$ cat src/rtl/bcrc_pkg.sv
`default_nettype none
package bcrc_pkg;
    // Register indices on the byte-wide register port
    localparam logic [1:0] ADDR_INPUT_BYTE = 2'h0;
    localparam logic [1:0] ADDR_CHECKSUM_LOW = 2'h1;
    localparam logic [1:0] ADDR_CHECKSUM_HIGH = 2'h2;
    localparam logic [1:0] ADDR_SELECT_CTRL = 2'h3;
    // Values after reset
    localparam logic [7:0] RST_INPUT_BYTE = 8'h00;
    localparam logic [15:0] RST_CHECKSUM = 16'h0000;
    localparam logic RST_SELECT = 1'b0;
    // Field position of the polynomial select bit
    localparam int SELECT_BIT = 0;
    // Feedback constants of the two generators
    localparam logic [15:0] GENERATOR_SELECT_CCITT = 16'h1021;
    localparam logic [15:0] GENERATOR_SELECT_CRC16 = 16'h8005;
    // Bit steps per input byte
    localparam int STEPS_PER_BYTE = 8;
    // Depth of the input byte queue
    localparam int QUEUE_DEPTH = 8;
endpackage : bcrc_pkg
`default_nettype wire

$ cat src/rtl/bcrc_stream_if.sv
`default_nettype none
interface bcrc_stream_if #(parameter int WIDTH = 8);
    logic valid;
    logic ready;
    logic [WIDTH-1:0] data;
    modport src (output valid, output data, input ready);
    modport snk (input valid, input data, output ready);
endinterface : bcrc_stream_if
`default_nettype wire

$ cat src/rtl/bcrc_unit.sv
`default_nettype none
// Operation
// - Each input byte write updates stored checksum, except a write into a full queue, which is dropped
// - Update lands one edge after the write; BUSY is high until then
// - Control bit 0 picks CCITT or CRC-16
// - Only the two fixed polynomials exist
// - XOR byte into checksum upper byte
// - Shift left one, zero into LSB
// - Top bit set: XOR 8005H or 1021H
// - Eight shift steps per byte
// - Checksum readable, writable as high/low pair
// - Control bits 7..1 read zero
module bcrc_unit
    import bcrc_pkg::*;
#(
    parameter int DEPTH = QUEUE_DEPTH
) (
    input wire logic CLOCK,
    input wire logic RST_N,
    input wire logic [1:0] ADDR,
    input wire logic [7:0] WDATA,
    input wire logic WR,
    input wire logic RD,
    output logic [7:0] RDATA,
    output logic BUSY
);
    logic [7:0] input_byte_ff;
    logic [15:0] running_checksum_ff;
    logic generator_select_ff;
    logic [7:0] rdata_ff;
    logic busy_ff;
    logic [15:0] nxt_checksum;
    logic [7:0] nxt_rdata;
    logic wr_input;
    logic wr_low;
    logic wr_high;
    logic wr_ctrl;
    logic fold;
    logic push_in;
    localparam int PW = $clog2(DEPTH) + 1;
    logic [PW-1:0] pending_ff;
    logic [PW-1:0] nxt_pending;

    bcrc_stream_if #(.WIDTH(8)) q_in ();
    bcrc_stream_if #(.WIDTH(8)) q_out ();

    initial
    begin
        if (DEPTH < 2)
            $error("bcrc_unit: DEPTH must be at least 2");
    end

    // Address decode of writes
    assign wr_input = WR && (ADDR == ADDR_INPUT_BYTE);
    assign wr_low = WR && (ADDR == ADDR_CHECKSUM_LOW);
    assign wr_high = WR && (ADDR == ADDR_CHECKSUM_HIGH);
    assign wr_ctrl = WR && (ADDR == ADDR_SELECT_CTRL);

    // Input bytes enter the queue; a full queue drops the byte and no signal flags it
    assign q_in.valid = wr_input;
    assign q_in.data = WDATA;

    bcrc_fifo #(.WIDTH(8), .DEPTH(DEPTH)) u_queue (
        .clk(CLOCK),
        .rst_n(RST_N),
        .wr(q_in),
        .rd(q_out)
    );

    // One byte folded per clock; stalls while software seeds the pair
    assign fold = q_out.valid && !wr_low && !wr_high;
    assign q_out.ready = fold;

    bcrc_crc_step u_step (
        .sum_in(running_checksum_ff),
        .data_in(q_out.data),
        .select_crc16(generator_select_ff),
        .sum_out(nxt_checksum)
    );

    // Last byte written to the input register, kept for read-back
    always_ff @(posedge CLOCK or negedge RST_N)
    begin
        if (!RST_N)
            input_byte_ff <= RST_INPUT_BYTE;
        else if (wr_input)
            input_byte_ff <= WDATA;
    end

    // Running checksum: seed writes or byte folds
    always_ff @(posedge CLOCK or negedge RST_N)
    begin
        if (!RST_N)
            running_checksum_ff <= RST_CHECKSUM;
        else if (wr_low)
            running_checksum_ff[7:0] <= WDATA;
        else if (wr_high)
            running_checksum_ff[15:8] <= WDATA;
        else if (fold)
            running_checksum_ff <= nxt_checksum;
    end

    // Polynomial select bit
    always_ff @(posedge CLOCK or negedge RST_N)
    begin
        if (!RST_N)
            generator_select_ff <= RST_SELECT;
        else if (wr_ctrl)
            generator_select_ff <= WDATA[SELECT_BIT];
    end

    // Read multiplexer
    always_comb
    begin
        nxt_rdata = 8'h00;
        if (ADDR == ADDR_INPUT_BYTE)
            nxt_rdata = input_byte_ff;
        else if (ADDR == ADDR_CHECKSUM_LOW)
            nxt_rdata = running_checksum_ff[7:0];
        else if (ADDR == ADDR_CHECKSUM_HIGH)
            nxt_rdata = running_checksum_ff[15:8];
        else
            nxt_rdata = {7'h00, generator_select_ff};
    end

    // Read data stand one cycle after the strobe, zero otherwise
    always_ff @(posedge CLOCK or negedge RST_N)
    begin
        if (!RST_N)
            rdata_ff <= 8'h00;
        else if (RD)
            rdata_ff <= nxt_rdata;
        else
            rdata_ff <= 8'h00;
    end

    // Own count of queued bytes, so no look into the queue's internals is needed
    assign push_in = wr_input && q_in.ready;

    always_comb
    begin
        nxt_pending = pending_ff;
        if (push_in && !fold)
            nxt_pending = pending_ff + 1'b1;
        else if (fold && !push_in)
            nxt_pending = pending_ff - 1'b1;
    end

    // Queued byte count
    always_ff @(posedge CLOCK or negedge RST_N)
    begin
        if (!RST_N)
            pending_ff <= '0;
        else
            pending_ff <= nxt_pending;
    end

    // Busy while bytes wait to be folded
    always_ff @(posedge CLOCK or negedge RST_N)
    begin
        if (!RST_N)
            busy_ff <= 1'b0;
        else
            busy_ff <= (nxt_pending != '0);
    end

    assign RDATA = rdata_ff;
    assign BUSY = busy_ff;

    // A single byte into an idle queue lands in the checksum one edge after the write
    fold_latency_a: assert property (@(posedge CLOCK) disable iff (!RST_N)
        (wr_input && !q_out.valid && pending_ff == '0) ##1 !WR |=>
        running_checksum_ff == $past(nxt_checksum))
        else $error("checksum not updated one cycle after byte");

    fold_update_a: assert property (@(posedge CLOCK) disable iff (!RST_N)
        fold |=> running_checksum_ff == $past(nxt_checksum))
        else $error("fold did not store new checksum");

    ctrl_zero_a: assert property (@(posedge CLOCK) disable iff (!RST_N)
        (RD && ADDR == ADDR_SELECT_CTRL) |=> rdata_ff[7:1] == 7'h00)
        else $error("control upper bits not zero");

    seed_low_a: assert property (@(posedge CLOCK) disable iff (!RST_N)
        wr_low |=> running_checksum_ff[7:0] == $past(WDATA))
        else $error("low seed write lost");

    seed_high_a: assert property (@(posedge CLOCK) disable iff (!RST_N)
        wr_high |=> running_checksum_ff[15:8] == $past(WDATA))
        else $error("high seed write lost");

    read_high_a: assert property (@(posedge CLOCK) disable iff (!RST_N)
        (RD && ADDR == ADDR_CHECKSUM_HIGH) |=> rdata_ff == $past(running_checksum_ff[15:8]))
        else $error("high byte read wrong");

    ccitt_one_a: assert property (@(posedge CLOCK) disable iff (!RST_N)
        (fold && !generator_select_ff && running_checksum_ff == 16'h0000 && q_out.data == 8'h01)
        |=> running_checksum_ff == 16'h1021)
        else $error("ccitt step for 01h wrong");

    crc16_one_a: assert property (@(posedge CLOCK) disable iff (!RST_N)
        (fold && generator_select_ff && running_checksum_ff == 16'h0000 && q_out.data == 8'h03)
        |=> running_checksum_ff == 16'h000a)
        else $error("crc16 step for 03h wrong");

    idle_hold_a: assert property (@(posedge CLOCK) disable iff (!RST_N)
        (!fold && !wr_low && !wr_high) |=> $stable(running_checksum_ff))
        else $error("checksum changed without cause");
endmodule : bcrc_unit
`default_nettype wire

$ cat src/rtl/bcrc_fifo.sv
`default_nettype none
module bcrc_fifo #(
    parameter int WIDTH = 8,
    parameter int DEPTH = 8
) (
    input wire logic clk,
    input wire logic rst_n,
    bcrc_stream_if.snk wr,
    bcrc_stream_if.src rd
);
    localparam int AW = $clog2(DEPTH);
    logic [WIDTH-1:0] mem_ff [DEPTH];
    logic [AW-1:0] wptr_ff;
    logic [AW-1:0] rptr_ff;
    logic [AW:0] count_ff;
    logic push;
    logic pop;

    initial
    begin
        if (DEPTH < 2 || (1 << AW) != DEPTH)
            $error("bcrc_fifo: DEPTH must be a power of two, at least 2");
    end

    // Handshakes on both sides
    assign push = wr.valid && wr.ready;
    assign pop = rd.valid && rd.ready;
    assign wr.ready = (count_ff != (AW + 1)'(DEPTH));
    assign rd.valid = (count_ff != '0);
    assign rd.data = mem_ff[rptr_ff];

    // Storage array, written on push
    always_ff @(posedge clk)
    begin
        if (push)
            mem_ff[wptr_ff] <= wr.data;
    end

    // Pointers and fill level
    always_ff @(posedge clk or negedge rst_n)
    begin
        if (!rst_n)
        begin
            wptr_ff <= '0;
            rptr_ff <= '0;
            count_ff <= '0;
        end
        else
        begin
            if (push)
                wptr_ff <= wptr_ff + 1'b1;
            if (pop)
                rptr_ff <= rptr_ff + 1'b1;
            if (push && !pop)
                count_ff <= count_ff + 1'b1;
            else if (pop && !push)
                count_ff <= count_ff - 1'b1;
        end
    end

    fifo_bound_a: assert property (@(posedge clk) disable iff (!rst_n)
        count_ff <= (AW + 1)'(DEPTH))
        else $error("fifo level beyond depth");
endmodule : bcrc_fifo
`default_nettype wire

$ cat src/rtl/bcrc_crc_step.sv
`default_nettype none
module bcrc_crc_step
    import bcrc_pkg::*;
(
    input wire logic [15:0] sum_in,
    input wire logic [7:0] data_in,
    input wire logic select_crc16,
    output logic [15:0] sum_out
);
    // Folds one byte into the checksum, eight steps unrolled by a loop
    always_comb
    begin
        logic [15:0] tmp;
        logic [15:0] generator_select;
        tmp = '0;
        generator_select = select_crc16 ? GENERATOR_SELECT_CRC16 : GENERATOR_SELECT_CCITT;
        tmp = sum_in ^ {data_in, 8'h00};
        for (int i = 0; i < STEPS_PER_BYTE; i++)
        begin
            if (tmp[15])
                tmp = {tmp[14:0], 1'b0} ^ generator_select;
            else
                tmp = {tmp[14:0], 1'b0};
        end
        sum_out = tmp;
    end
endmodule : bcrc_crc_step
`default_nettype wire

$ cat config.mk
export PLATFORM = sky130hd
export DESIGN_NAME = bcrc_unit
export DESIGN_NICKNAME = d
export VERILOG_FILES = /design/src/rtl/bcrc_pkg.sv /design/src/rtl/bcrc_stream_if.sv /design/src/rtl/bcrc_unit.sv /design/src/rtl/bcrc_fifo.sv /design/src/rtl/bcrc_crc_step.sv
export SDC_FILE = /design/constraint.sdc
export NUM_CORES = 1
export LEC_CHECK = 0
export BUFFER_PORTS_ARGS = -buffer_cell sky130_fd_sc_hd__buf_2
export CAP_MARGIN = 20
export CORE_MARGIN = 10
export CORE_UTILIZATION = 30
export DETAILED_ROUTE_END_ITERATION = 10
export GPL_TIMING_DRIVEN = 0
export RECOVER_POWER = 25
export SLEW_MARGIN = 20
export SYNTH_ARGS = -nofsm -noshare
export SYNTH_HDL_FRONTEND = slang
export SYNTH_HIERARCHICAL = 1
export SYNTH_SLANG_ARGS = --single-unit
$ cat constraint.sdc
create_clock -name CLOCK -period 8.79 [get_ports CLOCK]
set_clock_uncertainty 0.05 [all_clocks]
set_input_delay 1.758 -clock CLOCK [delete_from_list [all_inputs] [get_ports CLOCK]]
set_output_delay 1.758 -clock CLOCK [all_outputs]
set_load 0.01 [all_outputs]
==> out/qor.txt, run 1 <==
Status: complete, no violations
Syn Inst Count: 401
Busiest layer in global routing: met2
Site row count: 50
Type of origin of the critical path: input pin
Area occupied by multi-input gates: 0.00241 mm2
Die ar.: 0.0250 mm2
Fmax: 245 MHz
Drt first pass iters: 6
Core area: 0.0187 mm2
WS Path Type: in2reg
Final GP Congestion: 0.869
Most numerous cell in the Yosys netlist: edfxtp_1
Placed cell area: 0.00613 mm2
Post-Synth Adder-Cell Area: 1.88%
Clock sink count: 112
Crit share post-route: 46.4%
Antenna violations before repair: 1
Reg2Reg Depth: 11
Setup WS pre-CTS: 4330 ps
Largest net degree at the start of global routing: 49
Synthesized area per cell: 14.2 um2
Worst path cell trace: buf_6 -> nor3b_2 -> buf_2 -> nand2_4 -> inv_1 -> ha_1 -> inv_1 -> ha_1 -> or4_1 -> o211ai_1 -> o211ai_1
Leak: 2.51 nW
Ranking of synthesized cells by area: edfxtp_1, dfrtp_1, mux4_1
DPL Wire Length: 8.15 mm
Layout cells sized above 1: 19.9%
Rel. slew slack: 30.8%
Die W: 158 um
WL per Instance: 17.8 um
Setup TNS: 0 ps
Drt first-iter violations: 189
Latest clock arrival within the worst-skew pair: 360 ps
N_diodes: 0
CTS Hold Bufs: 0
Cell Pwr Density: 406 mW/mm2
MaxCap Viol Count: 0
Final setup margin: 4710 ps
Slowest CP cell: or4_1
Most used flip-flop cell after synthesis: edfxtp_1
Storage element area: 0.00312 mm2
Met1 usage: 12.5%
Top-Level Pins: 23
Initial Util: 30.5%
Compound-Gate Fraction of Synth Area: 6.35%
Yosys top cell by area: edfxtp_1
Setup-violating endpoint count in the final report: 0
Max FO, Critical Path: 12
Mux cell area share after synthesis: 16.6%
Post-CTS Resized: 0
Final wirelength: 12.0 mm
Synth-to-Final Area Change: 12.5%
Total CTS buffers: 9
Vias in the first global route: 3298
Port bufs: 19
Synth Cell Area: 0.00571 mm2
Top cell types by occurrence after synthesis: edfxtp_1, dfrtp_1, nand2_1, mux2i_1
Synth unique cells: 54
Minimum clock period: 4080 ps
Die height: 158 um
Total grt overflow: 0
H-Tree Depth: 3
Max clock buf depth: 2
Met2 Usage GRT: 16.0%
Largest family of logic cells by synthesized area: multiplexers
Met3 usage: 3.15%
Crit path DAT: 4250 ps
Req. time, crit path: 8970 ps
Vias/cell: 4.92
First-pass GRT wire length: 18.6 mm
EDFF count, synth: 64
Share of the synthesized area in the top cell type: 33.6%
Pins Over Slew Limit: 0
Worst hold stages: 1
Post-synthesis sequential element count: 112
XOR/XNOR Fraction of Synth Area: 8.37%
CTS tree: done
Worst-path clk slew: 60 ps
RR Endpoint: running_checksum_ff[1]$_DFFE_PN0P_
FF-to-FF Start: u_queue/rptr_ff[1]$_DFFE_PN0P_
Fin area: 0.00643 mm2
GRT Overall Usage: 9.81%
Async S/R FF share, synth: 42.9%
RSZ-0062 raised after global routing: no
Final Power: 2.61 mW
Actual slew at the worst max-slew pin: 1030 ps
Vias: 3300
Top Family by Delay on Critical Path: simple AND/OR/NAND/NOR gates
Number of fill cells in the layout: 1813
Crit. End Element: register
Antenna Violating Nets Remaining: 0
Seq/Total Area, Yosys: 54.7%
Hold Crit Class: reg2reg
HP Start: input_byte_ff[4]$_DFFE_PN0N_
Post-Route Utilization: 34.4%
CP max stage delay: 540 ps
FF-to-FF setup slack: 5150 ps
Yosys warns: 6
Peak supply drop: 0.214 mV
Critical path buffer and inverter count: 4
NumNets Final: 454
Final Hold Vio Count: 0
Post-Synth Simple-Gate Area: 8.50%
Postcts setup bufs: 0
Root buffer cell: clkbuf_16
Syn nets: 423
# DRC: 0
Hold Path End: input_byte_ff[4]$_DFFE_PN0N_
-- sequential cells by signal, summed over array words and instances, names as in the netlist --
register / flops
pending_ff: 4
generator_select_ff: 1
u_queue/count_ff: 4
BUSY: 1
u_queue/wptr_ff: 3
u_queue/mem_ff: 64
u_queue/rptr_ff: 3
input_byte_ff: 8
running_checksum_ff: 16
RDATA: 8
-- kinds of logic (layout without fill, tap and decap cells) --
kind of cell,after synthesis,in the layout
flip-flops,112,112
adder cells (fa/ha/maj),8,8
XOR/XNOR,44,44
AND/OR/NAND/NOR,91,91
AO/OA/AOI/OAI,52,52
buffers and inverters,29,65
multiplexers,65,65
-- final cells by class --
| type | instances | share of cell area, % |
|---|---|---|
| flip-flops and latches | 112 | 48.6 |
| multi-input cells | 260 | 37.5 |
| well taps | 234 | 4.55 |
| clock inverters | 4 | 1.07 |
| inverters | 8 | 0.467 |
| plain buffers | 21 | 2.76 |
| repair buffers | 20 | 1.44 |
| clock buffers | 12 | 3.68 |
-- cells in the final DEF, fill, tap and decap left out, drive strengths merged, types with 3 or more instances in the layout --
master,n
nor3,7
o211ai,4
nand3b,3
xor2,15
ha,7
xnor2,28
mux2i,28
mux4,17
edfxtp,64
mux2,20
nand2,36
nand2b,4
and2,9
inv,8
nand3,8
o2111ai,3
nor2,10
clkbuf,22
a21oi,7
o21ai,29
nor2b,3
dfrtp,48
buf,31
-- stage by stage --
step,hold slack (ps),std cells
floorplan,426,401
global placement,441,654
detailed placement,446,655
CTS,462,671
global route,478,671
finish,455,671
-- power breakdown --
| part | internal [mW] | leakage (nW) | switching, mW |
|---|---|---|---|
| Clock | 0.249 | 0.148 | 0.181 |
| Combinational | 0.706 | 1.21 | 0.706 |
| Sequential | 0.671 | 1.15 | 0.0979 |
| Total | 1.63 | 2.51 | 0.985 |
-- per-layer routing --
layer,share of wire [%],vias to the layer above
li1,-,1552
met1,46,1689
met2,49,46
met3,3.8,11
met4,0.79,2
met5,0.067,-
-- worst reg2reg max path, delay by kind of cell (launching register included) --
kind | cells | cell delay, ps
AOI/OAI and AO/OA | 1 | 180
xor gates and xnor gates | 4 | 1210
buffers and inverters | 2 | 780
DFF | 1 | 360
muxes | 4 | 970
-- how the worst max path moves through the flow --
stage,slack [ps],to,cells after the start,startpoint
global placement,4180,u_queue/mem_ff[0][5]$_DFFE_PP_,5,WR
finish,4710,u_queue/count_ff[3]$_DFFE_PN0P_,11,WR
detailed placement,4330,u_queue/count_ff[3]$_DFFE_PN0P_,11,WR
CTS,4700,u_queue/count_ff[3]$_DFFE_PN0P_,11,WR
floorplan,4780,u_queue/count_ff[3]$_DFFE_PN0P_,11,ADDR[1]
global route,4530,u_queue/count_ff[3]$_DFFE_PN0P_,11,WR
Note: power is estimated with default switching activity, not from simulation.
==> run 2: changes to the inputs <==
--- a/config.mk
+++ b/config.mk
@@ -5,6 +5,7 @@
 export SDC_FILE = /design/constraint.sdc
 export NUM_CORES = 1
 export LEC_CHECK = 0
+export ABC_AREA = 1
 export BUFFER_PORTS_ARGS = -buffer_cell sky130_fd_sc_hd__buf_2
 export CAP_MARGIN = 20
 export CORE_MARGIN = 10
==> constraint.sdc (replaced) <==
create_clock -name CLOCK -period 3.35 [get_ports CLOCK]
set_clock_uncertainty 0.05 [all_clocks]
set_input_delay 0.67 -clock CLOCK [delete_from_list [all_inputs] [get_ports CLOCK]]
set_output_delay 0.67 -clock CLOCK [all_outputs]
set_load 0.01 [all_outputs]
==> out/qor.txt, run 2 <==
Status: complete, no violations
Final worst hold slack: 288 ps (-166 ps)
WS Path Type: reg2reg
Fmax: 325 MHz
Most numerous cell in the Yosys netlist: nand2_1
Clock sink count: 112 (unchanged)
Reg2Reg Depth: 24 (+13)
GRT Overall Usage: 10.7% (+0.93 points)
Core area: 0.0196 mm2 (+4.7%)
Die ar.: 0.0261 mm2 (+4.5%)
CTS tree: done
Async S/R FF share, synth: 42.9% (unchanged)
Crit share post-route: 91.9%
Pins Over Slew Limit: 0 (unchanged)
NumNets Final: 727 (+60%)
Hold Crit Class: in2async
Syn Inst Count: 671 (+67%)
Max clock buf depth: 2 (unchanged)
Slowest CP cell: dfrtp_1
Most used flip-flop cell after synthesis: edfxtp_1
Yosys warns: 6 (unchanged)
Root buffer cell: clkbuf_16
N_diodes: 0 (unchanged)
Synth-to-Final Area Change: 12.9%
FF-to-FF setup slack: 270 ps (-4880 ps)
Top cell types by occurrence after synthesis: nand2_1, inv_1, edfxtp_1, o21ai_0, dfrtp_1
Post-Route M1 WL: 6.00 mm (+8.9%)
Antenna Violating Nets Remaining: 0 (unchanged)
Minimum clock period: 3080 ps
Syn nets: 693 (+64%)
Initial Util: 30.7% (+0.12 points)
Total grt overflow: 0 (unchanged)
Crit. End Element: register
Site row count: 51 (+2.0%)
Synth Cell Area: 0.00601 mm2 (+5.1%)
# DRC: 0 (unchanged)
Final GP Congestion: 0.839 (-3.4%)
Number of fill cells in the layout: 2072 (+14%)
Post-synthesis sequential element count: 112 (unchanged)
MaxCap Viol Count: 0 (unchanged)
Vias in the first global route: 4437 (+35%)
Top-Level Pins: 23 (unchanged)
Share of the synthesized area in the top cell type: 32.0% (-1.6 points)
DPL Wire Length: 10.2 mm (+25%)
Actual slew at the worst max-slew pin: 876 ps (-159 ps)
Type of origin of the critical path: register
CP most frequent cell: nand2_2
Port bufs: 20 (+1)
Met2 WL post-DR: 6.99 mm (+19%)
CTS Hold Bufs: 0 (unchanged)
Max reg flops: 64 (unchanged)
Final wirelength: 13.7 mm (+15%)
Drt first-iter violations: 341 (+80%)
Commonest non-fill, non-tap cell in the layout: nand2_1
Worst-path clk slew: 70 ps (about the same)
FF-to-FF Start: u_queue/rptr_ff[1]$_DFFE_PN0P_
WL per Instance: 14.1 um (-21%)
Max FO, Critical Path: 10 (-2)
EDFF count, synth: 64 (unchanged)
Yosys top cell by area: edfxtp_1
Req. time, crit path: 3530 ps (-5440 ps)
Setup-violating endpoint count in the final report: 0 (unchanged)
Non-Filler Instances: 975 (+45%)
Post-Route Utilization: 34.6% (+0.25 points)
Inst Count DP: 956 (+46%)
Final Hold Vio Count: 0 (unchanged)
Most frequent cells in the layout: nand2_1, inv_1, edfxtp_1
CP max stage delay: 390 ps (-150 ps)
Drt first pass iters: 4 (-2)
Worst path cell trace: buf_6 -> inv_4 -> buf_6 -> o21ai_0 -> o21ai_1 -> nand2_1 -> nand2_2 -> inv_1 -> nand2_1 -> nand3_4 -> nand2_2 -> inv_1 -> nand2_2 -> nand3_4 -> nand2_4 -> nand2_4 -> nand3_2 -> nand3_4 -> nand2_8 -> nand2_2 -> nand3_1 -> nand2_1 -> o211ai_1 -> o21ai_0
Setup TNS: 0 ps (unchanged)
Vias/cell: 4.58 (-6.9%)
Total CTS buffers: 9 (unchanged)
Rel. slew slack: 41.4% (+11 points)
Latest clock arrival within the worst-skew pair: 350 ps (about the same)
Synthesized area per cell: 8.95 um2 (-37%)
Ranking of synthesized cells by area: edfxtp_1, dfrtp_1, nand2_1
Die height: 162 um (+2.2%)
Layout cells sized above 1: 15.6% (-4.3 points)
Die W: 162 um (+2.2%)
Seq/Total Area, Yosys: 52.0% (-2.7 points)
Biggest register: u_queue/mem_ff
Largest net degree at the start of global routing: 49 (unchanged)
Vias: 4462 (+35%)
Regs by FF count: u_queue/mem_ff: 64 flops, running_checksum_ff: 16 flops
Crit path DAT: 3250 ps (-1000 ps)
First-pass GRT wire length: 22.7 mm (+22%)
Metal3 WL: 500 um (+9.6%)
Antenna violations before repair: 0 (-1)
Synth unique cells: 35 (-35%)
RR Endpoint: running_checksum_ff[15]$_DFFE_PN0P_
H-Tree Depth: 3 (unchanged)
Top Layer Used: met4
-- run 2: worst max path at each step --
stage / start / end / slack, ps / cells past startpoint
2_1_floorplan: ADDR[1] / u_queue/count_ff[3]$_DFFE_PN0P_ / 510 / 15
3_3_place_gp: ADDR[1] / u_queue/count_ff[3]$_DFFE_PN0P_ / -20 / 15
3_5_place_dp: ADDR[1] / u_queue/count_ff[3]$_DFFE_PN0P_ / -3 / 15
4_1_cts: u_queue/rptr_ff[0]$_DFFE_PN0P_ / running_checksum_ff[15]$_DFFE_PN0P_ / 100 / 22
5_1_grt: u_queue/rptr_ff[1]$_DFFE_PN0P_ / running_checksum_ff[12]$_DFFE_PN0P_ / -3 / 24
6_report: u_queue/rptr_ff[1]$_DFFE_PN0P_ / running_checksum_ff[15]$_DFFE_PN0P_ / 270 / 24
-- run 2: cells by family (layout without fill, tap and decap cells) --
kind of cell             Yosys count  count (layout)  share of synthesized area (%)
AND/OR/NAND/NOR                  327             327                           25.3
flip-flops                       112             112                           52.0
AO/OA/AOI/OAI                     99              99                           9.39
buffers and inverters             99             138                           7.12
XOR/XNOR                          26              26                           4.42
adder cells (fa/ha/maj)            8               8                           1.79
-- run 2: worst max-delay path: cells and delay by family, from the launching register on --
kind	cells	cell delay (ps)
AND/OR/NAND/NOR	15	1500
buffers and inverters	5	480
flip-flops	1	390
AO/OA/AOI/OAI	4	530
-- run 2: through the flow --
| stage | area [um2] | worst slack, ps |
|---|---|---|
| 3_3_place_gp | 6440 | -17.8 |
| 6_report | 6780 | 272 |
| 5_1_grt | 6780 | -2.96 |
| 2_1_floorplan | 6010 | 505 |
| 3_5_place_dp | 6440 | -3.11 |
| 4_1_cts | 6710 | 99.6 |
-- run 2: layout make-up --
class,count,area [um2],area share [%]
Buffer,18,125,1.84
Multi-Input combinational cell,460,2500,36.9
Tap cell,265,332,4.89
Clock inverter,6,41.3,0.609
Timing Repair Buffer,24,123,1.81
Inverter,80,308,4.54
Sequential cell,112,3120,46.1
Clock buffer,10,229,3.38
-- run 2: metal layers --
metal	vias up	GRT usage (%)
met4	0	3.85
met3	12	1.73
li1	2249	-
met1	2136	13.4
met5	-	0
met2	65	18.4
-- run 2: what timing repair did --
item	4_1_cts	5_1_grt
gates resized for setup	0	15
buffers inserted	0	4
setup endpoints to repair	0	5
Power of run 2 is not shown: default switching activity piles up to over one toggle a cycle in this logic, so the estimate is an artifact.
